--- config.mk ---
export PLATFORM = sky130hd
export DESIGN_NAME = eim_top
export DESIGN_NICKNAME = d
export VERILOG_FILES = /design/src/common/eim_pkg.sv /design/src/rtl/eim_src_gate.sv /design/src/rtl/eim_apb_port.sv /design/src/rtl/eim_top.sv
export SDC_FILE = /design/constraint.sdc
export NUM_CORES = 1
export LEC_CHECK = 0
export BUFFER_PORTS_ARGS = -buffer_cell sky130_fd_sc_hd__buf_2
export CORE_MARGIN = 4
export CORE_UTILIZATION = 51
export CTS_CLUSTER_DIAMETER = 150
export DETAILED_ROUTE_END_ITERATION = 6
export GPL_TIMING_DRIVEN = 0
export PLACE_DENSITY_LB_ADDON = 0.12
export SLEW_MARGIN = 20
export SYNTH_ARGS = -nofsm -noshare
export SYNTH_HDL_FRONTEND = slang
export SYNTH_SLANG_ARGS = --single-unit
--- constraint.sdc ---
create_clock -name core_clk -period 4.4 [get_ports core_clk]
set_input_delay 0.22 -clock core_clk [delete_from_list [all_inputs] [get_ports core_clk]]
set_output_delay 0.22 -clock core_clk [all_outputs]
set_load 0.02 [all_outputs]
--- src/common/eim_pkg.sv ---
// constants shared by the peripheral interrupt mask block
// assumes an apb master with 32-bit data and byte addresses on a 12-bit paddr
package eim_pkg;
    localparam int APB_AW = 12;
    localparam int APB_DW = 32;
    localparam int NUM_SRC = 8;
    localparam int CA_REQ_W = 6;
    localparam int SI_REQ_W = 4;
    // register indexes; byte address is four times the index
    localparam logic [7:0] MASK_IDX = 8'hE6;
    localparam logic [7:0] STAT_IDX = 8'hE7;
    localparam logic [7:0] CLR_IDX = 8'hE8;
    localparam logic [7:0] IEN_IDX = 8'hE9;
    localparam logic [7:0] RAW_IDX = 8'hEA;
    localparam logic [APB_AW-1:0] MASK_ADDR = APB_AW'({MASK_IDX, 2'b00});
    localparam logic [APB_AW-1:0] STAT_ADDR = APB_AW'({STAT_IDX, 2'b00});
    localparam logic [APB_AW-1:0] CLR_ADDR = APB_AW'({CLR_IDX, 2'b00});
    localparam logic [APB_AW-1:0] IEN_ADDR = APB_AW'({IEN_IDX, 2'b00});
    localparam logic [APB_AW-1:0] RAW_ADDR = APB_AW'({RAW_IDX, 2'b00});
    // bit positions in the mask, status, clear and enable registers
    localparam int BIT_CMP_ONE_RISE = 7;
    localparam int BIT_CMP_ONE_FALL = 6;
    localparam int BIT_CMP_ZERO_RISE = 5;
    localparam int BIT_CMP_ZERO_FALL = 4;
    localparam int BIT_COUNTER_ARRAY = 3;
    localparam int BIT_CONV_WINDOW = 2;
    localparam int BIT_TWOWIRE_BUS = 1;
    localparam int BIT_SERIAL_IFACE = 0;
    // raw register layout: flags in the low byte, forwarded requests above
    localparam int RAW_FLAG_LSB = 0;
    localparam int RAW_REQ_LSB = 8;
    // reset values
    localparam logic [7:0] MASK_RST = 8'h00;
    localparam logic [7:0] IEN_RST = 8'h00;
    localparam logic [APB_DW-1:0] RDATA_RST = 32'h0000_0000;
endpackage

--- src/rtl/eim_src_gate.sv ---
// one source channel: mask gate, forwarded request flop and sticky event bit
// assumes flag and enable are synchronous to core_clk
`timescale 1ns/1ps
module eim_src_gate import eim_pkg::*; (
    // clock and reset
    input wire logic core_clk,
    input wire logic arst_n,
    // source side
    input wire logic flag,
    input wire logic enable,
    // software clear of the sticky bit
    input wire logic clr,
    // results
    output logic req,
    output logic sticky
);
    typedef struct packed {
        logic req;
        logic sticky;
    } eim_gate_t;

    eim_gate_t q;
    eim_gate_t next_q;
    logic rise;

    // a new forwarded request counts as an event; set beats a same-cycle clear
    always_comb begin
        next_q = q;
        next_q.req = flag & enable;
        rise = next_q.req & ~q.req;
        next_q.sticky = rise | (q.sticky & ~clr);
    end

    always_ff @(posedge core_clk or negedge arst_n) begin
        if (!arst_n) begin
            q <= '0;
        end else begin
            q <= next_q;
        end
    end

    assign req = q.req;
    assign sticky = q.sticky;
endmodule

--- src/rtl/eim_apb_port.sv ---
// apb slave front end: answers every access after one access cycle
// assumes the register file supplies decode hit and read data from paddr
`timescale 1ns/1ps
module eim_apb_port import eim_pkg::*; (
    // clock and reset
    input wire logic core_clk,
    input wire logic arst_n,
    // apb
    input wire logic psel,
    input wire logic penable,
    input wire logic pwrite,
    output logic pready,
    output logic pslverr,
    output logic [APB_DW-1:0] prdata,
    // register file side
    input wire logic hit,
    input wire logic [APB_DW-1:0] rdata,
    output logic wr_en
);
    typedef struct packed {
        logic pready;
        logic pslverr;
        logic [APB_DW-1:0] prdata;
    } eim_port_t;

    eim_port_t q;
    eim_port_t next_q;

    // read data is captured in the setup cycle so it leaves a flop
    always_comb begin
        next_q = q;
        if (psel && !penable) begin
            next_q.pready = 1'b1;
            next_q.pslverr = ~hit;
            next_q.prdata = (hit && !pwrite) ? rdata : RDATA_RST;
        end else if (psel && penable && q.pready) begin
            next_q.pready = 1'b0;
            next_q.pslverr = 1'b0;
        end
    end

    always_ff @(posedge core_clk or negedge arst_n) begin
        if (!arst_n) begin
            q <= '0;
        end else begin
            q <= next_q;
        end
    end

    // a write lands only on the completing edge, and never on an error
    assign wr_en = psel & penable & q.pready & pwrite & hit;
    assign pready = q.pready;
    assign pslverr = q.pslverr;
    assign prdata = q.prdata;
endmodule

--- src/rtl/eim_top.sv ---
// peripheral interrupt mask: eight gated sources, apb registers, one irq line
// assumes peripheral flags are synchronous to core_clk and held until served
//
// Our own choice: register access over APB.
`timescale 1ns/1ps
module eim_top import eim_pkg::*; (
    // clock and reset
    input wire logic core_clk,
    input wire logic arst_n,
    // apb slave
    input wire logic psel,
    input wire logic penable,
    input wire logic pwrite,
    input wire logic [APB_AW-1:0] paddr,
    input wire logic [APB_DW-1:0] pwdata,
    output logic pready,
    output logic pslverr,
    output logic [APB_DW-1:0] prdata,
    // peripheral flags
    input wire logic cmp_one_rise_flag,
    input wire logic cmp_one_fall_flag,
    input wire logic cmp_zero_rise_flag,
    input wire logic cmp_zero_fall_flag,
    input wire logic [CA_REQ_W-1:0] counter_array_req,
    input wire logic converter_window_flag,
    input wire logic twowire_bus_flag,
    input wire logic [SI_REQ_W-1:0] serial_iface_req,
    // forwarded requests to the core
    output logic cmp_one_rise_req,
    output logic cmp_one_fall_req,
    output logic cmp_zero_rise_req,
    output logic cmp_zero_fall_req,
    output logic counter_array_irq,
    output logic converter_window_irq,
    output logic twowire_bus_irq,
    output logic serial_iface_irq,
    // summary interrupt
    output logic irq
);
    typedef struct packed {
        logic [NUM_SRC-1:0] mask;
        logic [NUM_SRC-1:0] ien;
        logic irq;
        logic mask_written;
    } eim_state_t;

    eim_state_t q;
    eim_state_t next_q;
    logic [NUM_SRC-1:0] src_flag;
    logic [NUM_SRC-1:0] src_req;
    logic [NUM_SRC-1:0] status;
    logic [NUM_SRC-1:0] clr;
    logic hit;
    logic wr_en;
    logic [APB_DW-1:0] rdata;

    // gather sources; grouped peripherals share one mask bit each
    always_comb begin
        src_flag = '0;
        src_flag[BIT_CMP_ONE_RISE] = cmp_one_rise_flag;
        src_flag[BIT_CMP_ONE_FALL] = cmp_one_fall_flag;
        src_flag[BIT_CMP_ZERO_RISE] = cmp_zero_rise_flag;
        src_flag[BIT_CMP_ZERO_FALL] = cmp_zero_fall_flag;
        src_flag[BIT_COUNTER_ARRAY] = |counter_array_req;
        src_flag[BIT_CONV_WINDOW] = converter_window_flag;
        src_flag[BIT_TWOWIRE_BUS] = twowire_bus_flag;
        src_flag[BIT_SERIAL_IFACE] = |serial_iface_req;
    end

    // address decode; only aligned words of the five registers answer
    always_comb begin
        unique case (paddr)
            MASK_ADDR,
            STAT_ADDR,
            CLR_ADDR,
            IEN_ADDR,
            RAW_ADDR: hit = 1'b1;
            default: hit = 1'b0;
        endcase
    end

    // read mux; the clear register is write-only and reads zero
    always_comb begin
        rdata = '0;
        unique case (paddr)
            MASK_ADDR: rdata[NUM_SRC-1:0] = q.mask;
            STAT_ADDR: rdata[NUM_SRC-1:0] = status;
            IEN_ADDR: rdata[NUM_SRC-1:0] = q.ien;
            RAW_ADDR: begin
                rdata[RAW_FLAG_LSB +: NUM_SRC] = src_flag;
                rdata[RAW_REQ_LSB +: NUM_SRC] = src_req;
            end
            default: rdata = '0;
        endcase
    end

    // write-one-to-clear pulses for the sticky status bits
    assign clr = (wr_en && paddr == CLR_ADDR) ? pwdata[NUM_SRC-1:0] : '0;

    // register updates and the summary interrupt level
    always_comb begin
        next_q = q;
        if (wr_en && paddr == MASK_ADDR) begin
            next_q.mask = pwdata[NUM_SRC-1:0];
            next_q.mask_written = 1'b1;
        end
        if (wr_en && paddr == IEN_ADDR) begin
            next_q.ien = pwdata[NUM_SRC-1:0];
        end
        next_q.irq = |(status & q.ien);
    end

    // mask resets to all-clear so no source fires before software opts in
    always_ff @(posedge core_clk or negedge arst_n) begin
        if (!arst_n) begin
            q.mask <= MASK_RST;
            q.ien <= IEN_RST;
            q.irq <= 1'b0;
            q.mask_written <= 1'b0;
        end else begin
            q <= next_q;
        end
    end

    // one gate per source; each adds a cycle of latency so outputs leave flops
    for (genvar i = 0; i < NUM_SRC; i++) begin : g_src
        eim_src_gate u_gate (
            .core_clk(core_clk),
            .arst_n(arst_n),
            .flag(src_flag[i]),
            .enable(q.mask[i]),
            .clr(clr[i]),
            .req(src_req[i]),
            .sticky(status[i])
        );
    end

    eim_apb_port u_port (
        .core_clk(core_clk),
        .arst_n(arst_n),
        .psel(psel),
        .penable(penable),
        .pwrite(pwrite),
        .pready(pready),
        .pslverr(pslverr),
        .prdata(prdata),
        .hit(hit),
        .rdata(rdata),
        .wr_en(wr_en)
    );

    // forwarded requests to the core
    assign cmp_one_rise_req = src_req[BIT_CMP_ONE_RISE];
    assign cmp_one_fall_req = src_req[BIT_CMP_ONE_FALL];
    assign cmp_zero_rise_req = src_req[BIT_CMP_ZERO_RISE];
    assign cmp_zero_fall_req = src_req[BIT_CMP_ZERO_FALL];
    assign counter_array_irq = src_req[BIT_COUNTER_ARRAY];
    assign converter_window_irq = src_req[BIT_CONV_WINDOW];
    assign twowire_bus_irq = src_req[BIT_TWOWIRE_BUS];
    assign serial_iface_irq = src_req[BIT_SERIAL_IFACE];
    assign irq = q.irq;

    // comparator one rising edge: flag and mask together reach the core next cycle
    property p_cmp_one_rise;
        @(posedge core_clk) disable iff (!arst_n)
        (cmp_one_rise_flag && q.mask[BIT_CMP_ONE_RISE]) |=> cmp_one_rise_req;
    endproperty
    a_cmp_one_rise: assert property (p_cmp_one_rise)
        else $error("comparator one rising request not forwarded");

    property p_cmp_one_rise_off;
        @(posedge core_clk) disable iff (!arst_n)
        !q.mask[BIT_CMP_ONE_RISE] |=> !cmp_one_rise_req;
    endproperty
    a_cmp_one_rise_off: assert property (p_cmp_one_rise_off)
        else $error("comparator one rising request leaked while masked");

    // comparator one falling edge follows its flag only while enabled
    property p_cmp_one_fall;
        @(posedge core_clk) disable iff (!arst_n)
        ##1 cmp_one_fall_req == $past(cmp_one_fall_flag & q.mask[BIT_CMP_ONE_FALL]);
    endproperty
    a_cmp_one_fall: assert property (p_cmp_one_fall)
        else $error("comparator one falling request wrong");

    // comparator zero rising: a masked period of two cycles keeps the output low
    property p_cmp_zero_rise;
        @(posedge core_clk) disable iff (!arst_n)
        (!q.mask[BIT_CMP_ZERO_RISE]) [*2] |-> !cmp_zero_rise_req;
    endproperty
    a_cmp_zero_rise: assert property (p_cmp_zero_rise)
        else $error("comparator zero rising request leaked");

    property p_cmp_zero_rise_on;
        @(posedge core_clk) disable iff (!arst_n)
        (cmp_zero_rise_flag && q.mask[BIT_CMP_ZERO_RISE]) |=> cmp_zero_rise_req;
    endproperty
    a_cmp_zero_rise_on: assert property (p_cmp_zero_rise_on)
        else $error("comparator zero rising request lost");

    // comparator zero falling: a held request drops one cycle after masking
    property p_cmp_zero_fall;
        @(posedge core_clk) disable iff (!arst_n)
        !q.mask[BIT_CMP_ZERO_FALL] |=> !cmp_zero_fall_req;
    endproperty
    a_cmp_zero_fall: assert property (p_cmp_zero_fall)
        else $error("comparator zero falling request leaked while masked");

    // a forwarded request only follows an enabled flag of the cycle before
    property p_cmp_zero_fall_gate;
        @(posedge core_clk) disable iff (!arst_n)
        cmp_zero_fall_req |-> $past(cmp_zero_fall_flag) && $past(q.mask[BIT_CMP_ZERO_FALL]);
    endproperty
    a_cmp_zero_fall_gate: assert property (p_cmp_zero_fall_gate)
        else $error("comparator zero falling request without enabled flag");

    // any counter array line forwards one grouped request
    property p_counter_array;
        @(posedge core_clk) disable iff (!arst_n)
        (|counter_array_req && q.mask[BIT_COUNTER_ARRAY]) |=> counter_array_irq;
    endproperty
    a_counter_array: assert property (p_counter_array)
        else $error("counter array request not forwarded");

    property p_counter_array_off;
        @(posedge core_clk) disable iff (!arst_n)
        !q.mask[BIT_COUNTER_ARRAY] |=> !counter_array_irq;
    endproperty
    a_counter_array_off: assert property (p_counter_array_off)
        else $error("counter array request leaked while masked");

    // converter window passes only while its bit is one
    property p_conv_window;
        @(posedge core_clk) disable iff (!arst_n)
        converter_window_irq |-> $past(q.mask[BIT_CONV_WINDOW]) && $past(converter_window_flag);
    endproperty
    a_conv_window: assert property (p_conv_window)
        else $error("converter window request without enable");

    // two-wire bus event flag, checked over a held flag
    property p_twowire_bus;
        @(posedge core_clk) disable iff (!arst_n)
        (twowire_bus_flag && q.mask[BIT_TWOWIRE_BUS]) [*2] |-> twowire_bus_irq;
    endproperty
    a_twowire_bus: assert property (p_twowire_bus)
        else $error("two-wire bus request not forwarded");

    property p_twowire_bus_off;
        @(posedge core_clk) disable iff (!arst_n)
        !q.mask[BIT_TWOWIRE_BUS] |=> !twowire_bus_irq;
    endproperty
    a_twowire_bus_off: assert property (p_twowire_bus_off)
        else $error("two-wire bus request leaked while masked");

    // serial interface: any of its lines, gated by bit 0
    property p_serial_iface;
        @(posedge core_clk) disable iff (!arst_n)
        ##1 serial_iface_irq == ($past(|serial_iface_req) && $past(q.mask[BIT_SERIAL_IFACE]));
    endproperty
    a_serial_iface: assert property (p_serial_iface)
        else $error("serial interface request wrong");

    // mask stays clear from reset until software first writes it
    property p_mask_reset;
        @(posedge core_clk) disable iff (!arst_n)
        !q.mask_written |-> (q.mask == MASK_RST) && (src_req == '0);
    endproperty
    a_mask_reset: assert property (p_mask_reset)
        else $error("mask not clear before first write");

    // a completed mask write shows up in the mask one cycle later
    property p_mask_write;
        @(posedge core_clk) disable iff (!arst_n)
        (wr_en && paddr == MASK_ADDR) |=> q.mask == $past(pwdata[NUM_SRC-1:0]);
    endproperty
    a_mask_write: assert property (p_mask_write)
        else $error("mask write not applied");

    // summary interrupt follows enabled sticky bits by one cycle
    property p_irq;
        @(posedge core_clk) disable iff (!arst_n)
        ##1 irq == $past(|(status & q.ien));
    endproperty
    a_irq: assert property (p_irq)
        else $error("interrupt output does not track enabled status");

    // every setup cycle is answered in the following cycle
    property p_apb_ready;
        @(posedge core_clk) disable iff (!arst_n)
        (psel && !penable) |=> pready;
    endproperty
    a_apb_ready: assert property (p_apb_ready)
        else $error("apb access not answered");

    // converter window flag with its bit set reaches the core next cycle
    property p_conv_window_on;
        @(posedge core_clk) disable iff (!arst_n)
        (converter_window_flag && q.mask[BIT_CONV_WINDOW]) |=> converter_window_irq;
    endproperty
    a_conv_window_on: assert property (p_conv_window_on)
        else $error("converter window request lost");

    // a rising forwarded request always leaves its sticky bit set, even under a clear
    property p_status_set;
        @(posedge core_clk) disable iff (!arst_n)
        ((src_req & ~$past(src_req)) & ~status) == '0;
    endproperty
    a_status_set: assert property (p_status_set)
        else $error("status bit missed a request rise");

    // a clear empties its bits unless a new request rose at the same edge
    property p_status_clear;
        @(posedge core_clk) disable iff (!arst_n)
        (clr != '0) |=> (status & $past(clr) & ~(src_req & ~$past(src_req))) == '0;
    endproperty
    a_status_clear: assert property (p_status_clear)
        else $error("status bit survived its clear");

    // pready stands for one access cycle only, so a master never sees a stale answer
    property p_apb_done;
        @(posedge core_clk) disable iff (!arst_n)
        (psel && penable && pready) |=> !pready;
    endproperty
    a_apb_done: assert property (p_apb_done)
        else $error("apb ready held past the access cycle");

    // unmapped or misaligned accesses answer with an error and zero data
    property p_apb_err;
        @(posedge core_clk) disable iff (!arst_n)
        (psel && !penable && !hit) |=> pslverr && (prdata == '0);
    endproperty
    a_apb_err: assert property (p_apb_err)
        else $error("refused access not flagged");

    // the mask only moves on a completed mask write
    property p_mask_hold;
        @(posedge core_clk) disable iff (!arst_n)
        !(wr_en && paddr == MASK_ADDR) |=> $stable(q.mask);
    endproperty
    a_mask_hold: assert property (p_mask_hold)
        else $error("mask changed without a write");
endmodule

Word-level counts from Yosys, hierarchy flattened
Cells that the tools add are included.
Storage, ports and cells
  flip-flop bits (word level): 67
  bits of input ports: 65
  output and inout bits: 43
  logic and storage cells: 102
Cells by class
  bitwise gates (word level): 54
  muxes and demuxes: 7
  equality and inequality tests: 5
  reductions and logical operators: 14
Operator list (count)
  12-bit by 10-bit == test with 1-bit output, second input constant: 5
  8-bit case mux with 4 select lines: 1
  1-bit AND: 28
  1-bit inverter: 17
  16-bit two-way mux: 1
  8-bit two-way mux: 2
  8-bit AND: 1
  1-bit OR: 8
  8-bit OR reduction: 1
  1-bit logical AND: 7
  6-bit OR reduction: 1
  5-bit OR reduction: 1
  2-bit two-way mux: 2
  4-bit OR reduction: 1
  1-bit logical NOT: 2
  2-bit nonzero test: 1
  1-bit two-way mux: 1

Longest topological paths before layout
  depth in word-level cells: 9
  mapped depth: 8
  mapped depth without buffers: 5

By module
From an unflattened synthesis, not the netlist that was laid out.
Second synthesis, totals
  cell total of the unflattened synthesis: 243
  area, all modules: 3059.2 um2
Modules (own cells, without submodules)
  eim_apb_port: cells each 82, seq. area each 850.8 um2, instances 1, area an instance 1248.7 um2
  eim_top: cells each 113, seq. area each 425.4 um2, instances 1, area an instance 1219.9 um2
  eim_src_gate: cells each 6, seq. area each 50.0 um2, instances 8, area an instance 73.8 um2

Least setup slack after synthesis
No wires, ideal clock.
  path type: register to register
  from: reg u_port.q, in the netlist u_port.pready
  to: reg g_src[0].u_gate.q, in the netlist g_src[0].u_gate.sticky
  slack: 2.638 ns
  period minus slack after synthesis: 1.762 ns
  buffers on the path: 1
  required time: 4.271 ns
  arrival time: 1.634 ns
  stages on the path, launching flop included: 7
  library setup time: 0.129 ns
  path through: dfrtp_1 and4_1 nand4_2 or4_4 buf_6 o21ai_2 o21ai_1
RTL lines
  from (decl): line eim_apb_port.sv:26  | eim_port_t q;
  from (signal assigned): line eim_apb_port.sv:46  | q <= next_q;
  to (signal assigned): line eim_src_gate.sv:38  | q <= next_q;
  to (decl): line eim_src_gate.sv:22  | eim_gate_t q;

Final worst setup path
  from: reg u_port.q, in the netlist u_port.pready
  to: reg q[4] (netlist bit)
On the way
  longest elaborated chain between the ends: 4
RTL lines
  1-bit AND (3 in series): line eim_apb_port.sv:51  | assign wr_en = psel & penable & q.pready & pwrite & hit;
  1-bit logical AND: line eim_top.sv:107  | if (wr_en && paddr == IEN_ADDR) begin
  to (signal assigned): line eim_top.sv:121  | q <= next_q;
  to (decl): line eim_top.sv:47  | eim_state_t q;
Every way passes these cells.
A chain may end at the register's enable or synchronous reset.

==> results_tabular.tex <==
\begin{tabular}{lr}
\hline
Metric & Value \\
\hline
\multicolumn{2}{l}{\textbf{Run status}} \\
\quad Status & finished clean \\
\multicolumn{2}{l}{\textbf{Clock tree}} \\
\quad Clock tree from TritonCTS & yes \\
\quad Clock buffer depth & 2 \\
\quad Post-cts repair resize count & 0 \\
\quad \# H-tree levels & 2 \\
\quad Root buf cell & clkbuf\_8 \\
\quad Number of CTS-inserted buffers & 5 \\
\quad Clock slew seen by the registers of the worst setup and hold paths & roughly 0.090 ns \\
\quad Clock sink total & just over 50 \\
\quad Worst-skew pair later-pin latency & 0.31 ns \\
\multicolumn{2}{l}{\textbf{Cells and area}} \\
\quad Fraction of final layout cells with drive strength greater than 1 & between 30\% and 40\% \\
\quad Number of antenna repair diodes & 0 \\
\quad Number of inserted filler cells in the final layout & between 300 and 400 \\
\quad \# nets final & between 300 and 400 \\
\quad Area used by multi-input combinational logic & slightly above 1000 um\^{}2 \\
\quad Synth-to-Final Area Change & 24.0\% \\
\quad Sequential cell area & $\sim$1300 um\^{}2 \\
\multicolumn{2}{l}{\textbf{Floorplanning}} \\
\quad Core footprint & around 4700 um\^{}2 \\
\quad Starting Density & around 52\% \\
\quad Floorplan row count & 25 \\
\quad I/O Pins & about 110 \\
\quad Die Area & 6030 um\^{}2 \\
\quad Die span in x & a little under 80 um \\
\quad Die Y-Extent & between 70 and 80 um \\
\multicolumn{2}{l}{\textbf{Yosys}} \\
\quad Netlist Area Pre-Place & 2470 um\^{}2 \\
\quad Commonest cells post-synth & 51 x dfrtp\_1, 20 x nand2\_1, 17 x inv\_1 \\
\quad Main flop type after synthesis & dfrtp\_1 \\
\quad Mean Syn Cell Area & about 11 um\^{}2 \\
\quad Register bit count reported by yosys & 51 \\
\quad Cell types with the largest area share after synthesis & dfrtp\_1 52\%, a22o\_1 5.7\%, buf\_4 4.9\% \\
\quad Number of enable-type register cells in the synthesized netlist & 0 \\
\quad Library cell with the largest summed area after synthesis & dfrtp\_1 \\
\quad Yosys cell types & 36 \\
\quad Count of synthesis-stage warnings from yosys & 0 \\
\quad Post-synth ARST share & 100\% \\
\quad Area share of the largest cell type after synthesis & between 50\% and 60\% \\
\quad Most used standard cell by instance count after synthesis & dfrtp\_1 \\
\quad Number of instances in the synthesized netlist & around 220 \\
\quad Proportion of synthesized chip area in sequential cells & about half \\
\multicolumn{2}{l}{\textbf{Worst setup path}} \\
\quad Kind of end point of the critical path & flip-flop \\
\quad Slowest stage cell on the critical path & nor3\_4 \\
\quad Critical Path Fanout Max & 8 \\
\quad Setup CP Type & reg -> reg \\
\quad Critical Path AT & 2.07 ns \\
\quad Largest stage delay on the critical path & around 0.63 ns \\
\quad CP Cell Sequence & and4\_1 > nand4\_2 > nor3\_4 > mux2\_4 \\
\quad Type of origin of the critical path & flip-flop \\
\quad Required @ worst endpoint & 4.59 ns \\
\multicolumn{2}{l}{\textbf{Job}} \\
\quad Max Cap Violations & 0 \\
\multicolumn{2}{l}{\textbf{STA}} \\
\quad Period Utilization, post-route & around 43\% \\
\quad Worst-case hold slack & between 0.1 and 0.15 ns \\
\quad Worst-margin pin slew & between 0.6 and 0.7 ns \\
\quad Worst slew margin & a little over half \\
\quad Setup total negative slack & 0 ns \\
\quad Setup Viol. Count Final & 0 \\
\quad Number of max-slew violations in the final report & 0 \\
\quad Final hold violation count & 0 \\
\quad Final critical path time including I/O delays and setup & between 1.5 and 2 ns \\
\quad Fmax & 0.534 GHz \\
\quad RSZ-0062 raised after global routing & no \\
\quad Layout Skew & between 0.007 and 0.008 ns \\
\multicolumn{2}{l}{\textbf{GRT}} \\
\quad Pin count of the biggest net entering global routing & 52 \\
\quad Total overflow reported by the global router & 0 \\
\quad Number of antenna violations at the first check in global routing & 0 \\
\quad Via count of the first global-routing pass & 1,910 \\
\quad Total Routing Usage GR & between 20\% and 30\% \\
\quad Global-route wire length before repair & $\sim$9400 um \\
\multicolumn{2}{l}{\textbf{Routing}} \\
\quad TritonRoute pass-1 iters & 4 \\
\quad Number of DRC markers after the initial detailed-route iteration & 96 \\
\quad Via count of the routed design & 1,952 \\
\quad Post-Route WL & $\sim$5800 um \\
\quad Average wire per cell in the routed design & 15.2 um \\
\quad Number of routed nets with antenna violations & 0 \\
\quad DRC violations left & 0 \\
\quad Via density & 5.15 \\
\multicolumn{2}{l}{\textbf{Worst hold path}} \\
\quad Class of the most critical hold timing path & in -> reg \\
\multicolumn{2}{l}{\textbf{Pwr}} \\
\quad Maximum ir drop on the vdd rail & roughly 0.19 mV \\
\quad Power density relative to cell area & roughly 290 nW/um\^{}2 \\
\quad Leakage & 1.69 nW \\
\multicolumn{2}{l}{\textbf{Placed design}} \\
\quad Gpl congestion & roughly 0.80 \\
\quad Total half-perimeter wirelength after legalization and detailed placement & 4130 um \\
\quad Port buffer count & 67 \\
\hline
\end{tabular}
==> metal layers <==
| metal | global-route usage (%) | vias to the layer above | part of all wire, % |
|---|---|---|---|
| met3 | 5.22 | 14 | 7.0 |
| met1 | 27.8 | 927 | 45 |
| met2 | 30.3 | 77 | 45 |
| li1 | - | 934 | - |
| met5 | 0 | - | 0 |
| met4 | 8.90 | 0 | 3.0 |
==> registers in the layout (all words and copies together) (netlist names) <==
register             count
g_src.u_gate.sticky      8
irq                      1
u_port.pready            1
u_port.prdata           16
q                       16
u_port.pslverr           1
g_src.u_gate.req         8
==> logic make-up (layout without fill, tap and decap cells) <==
| family | Yosys count | count (layout) | share of synthesized area (%) |
|---|---|---|---|
| other cells | 1 | 16 | 0.152 |
| simple gates | 55 | 55 | 13.4 |
| buf+inv | 41 | 116 | 9.41 |
| compound gates | 59 | 59 | 17.8 |
| flops | 51 | 51 | 51.6 |
| mux | 15 | 15 | 7.69 |
==> where the power goes <==
group	total (mW)	switching [mW]	internal [mW]
sequential	0.473	0.00212	0.471
combinational	0.0844	0.0512	0.0332
clock	0.320	0.154	0.166
total	0.878	0.207	0.670
==> metrics by stage <==
stage                     worst slack, ns  util (%)  cells  power, mW  area, um^2
after floorplan                      2.64         -    237      0.527        2530
after global placement               2.43      62.4    371      0.565        2950
after detailed placement             2.37      62.5    371      0.567        2950
after CTS                            2.53      65.0    379      0.888        3070
after global routing                 2.46      65.0    379      0.917        3070
final                                2.53      65.0    379      0.878        3070
==> cell type report <==
type / count / share of cell area, %
inverter: 17 / 2.08
sequential: 51 / 41.6
clock inverter: 2 / 1.22
tap: 67 / 2.73
timing repair buffer: 68 / 11.3
clock buffer: 5 / 2.24
multi-input combinational: 145 / 33.3
buffer: 24 / 5.51
==> cells in the final DEF, fill, tap and decap left out, types with 2 or more instances in the layout <==
cell	count
a21oi_1	2
a22o_1	16
mux2_4	8
nand2b_1	6
conb_1	16
clkbuf_8	5
o21ai_1	16
clkbuf_1	3
buf_6	2
a22oi_1	4
dfrtp_1	51
nand2_1	20
o21ai_2	8
o21ai_0	4
nor2_1	12
inv_1	17
or4_4	2
buf_2	69
buf_4	17
a221o_1	8
mux2i_1	7
==> worst max-delay path: cells and delay by family, from the launching register on <==
family | cells | cell delay, ns
muxes | 1 | 0.35
DFF | 1 | 0.39
and+or+nand+nor | 3 | 1.02
==> path summary, 6_finish.rpt <==
check	from	endpoint	slack [ns]	cells after the start
max	u_port.pready	q[4]	2.53	4
min in group asynchronous	arst_n	u_port.prdata[14]	0.47	2
min reg2reg	g_src[3].u_gate.req	g_src[3].u_gate.sticky	0.48	1
max reg2reg	u_port.pready	q[4]	2.53	4
min	psel	u_port.pready	0.14	2
max in group asynchronous	arst_n	q[4]	3.48	2
==> what timing repair did <==
item,4_1_cts,5_1_grt
buffers inserted,0,0
hold endpoints to repair,51,0
hold buffers,1,0
setup endpoints to repair,0,0
Power figures use the tool's default switching activity.
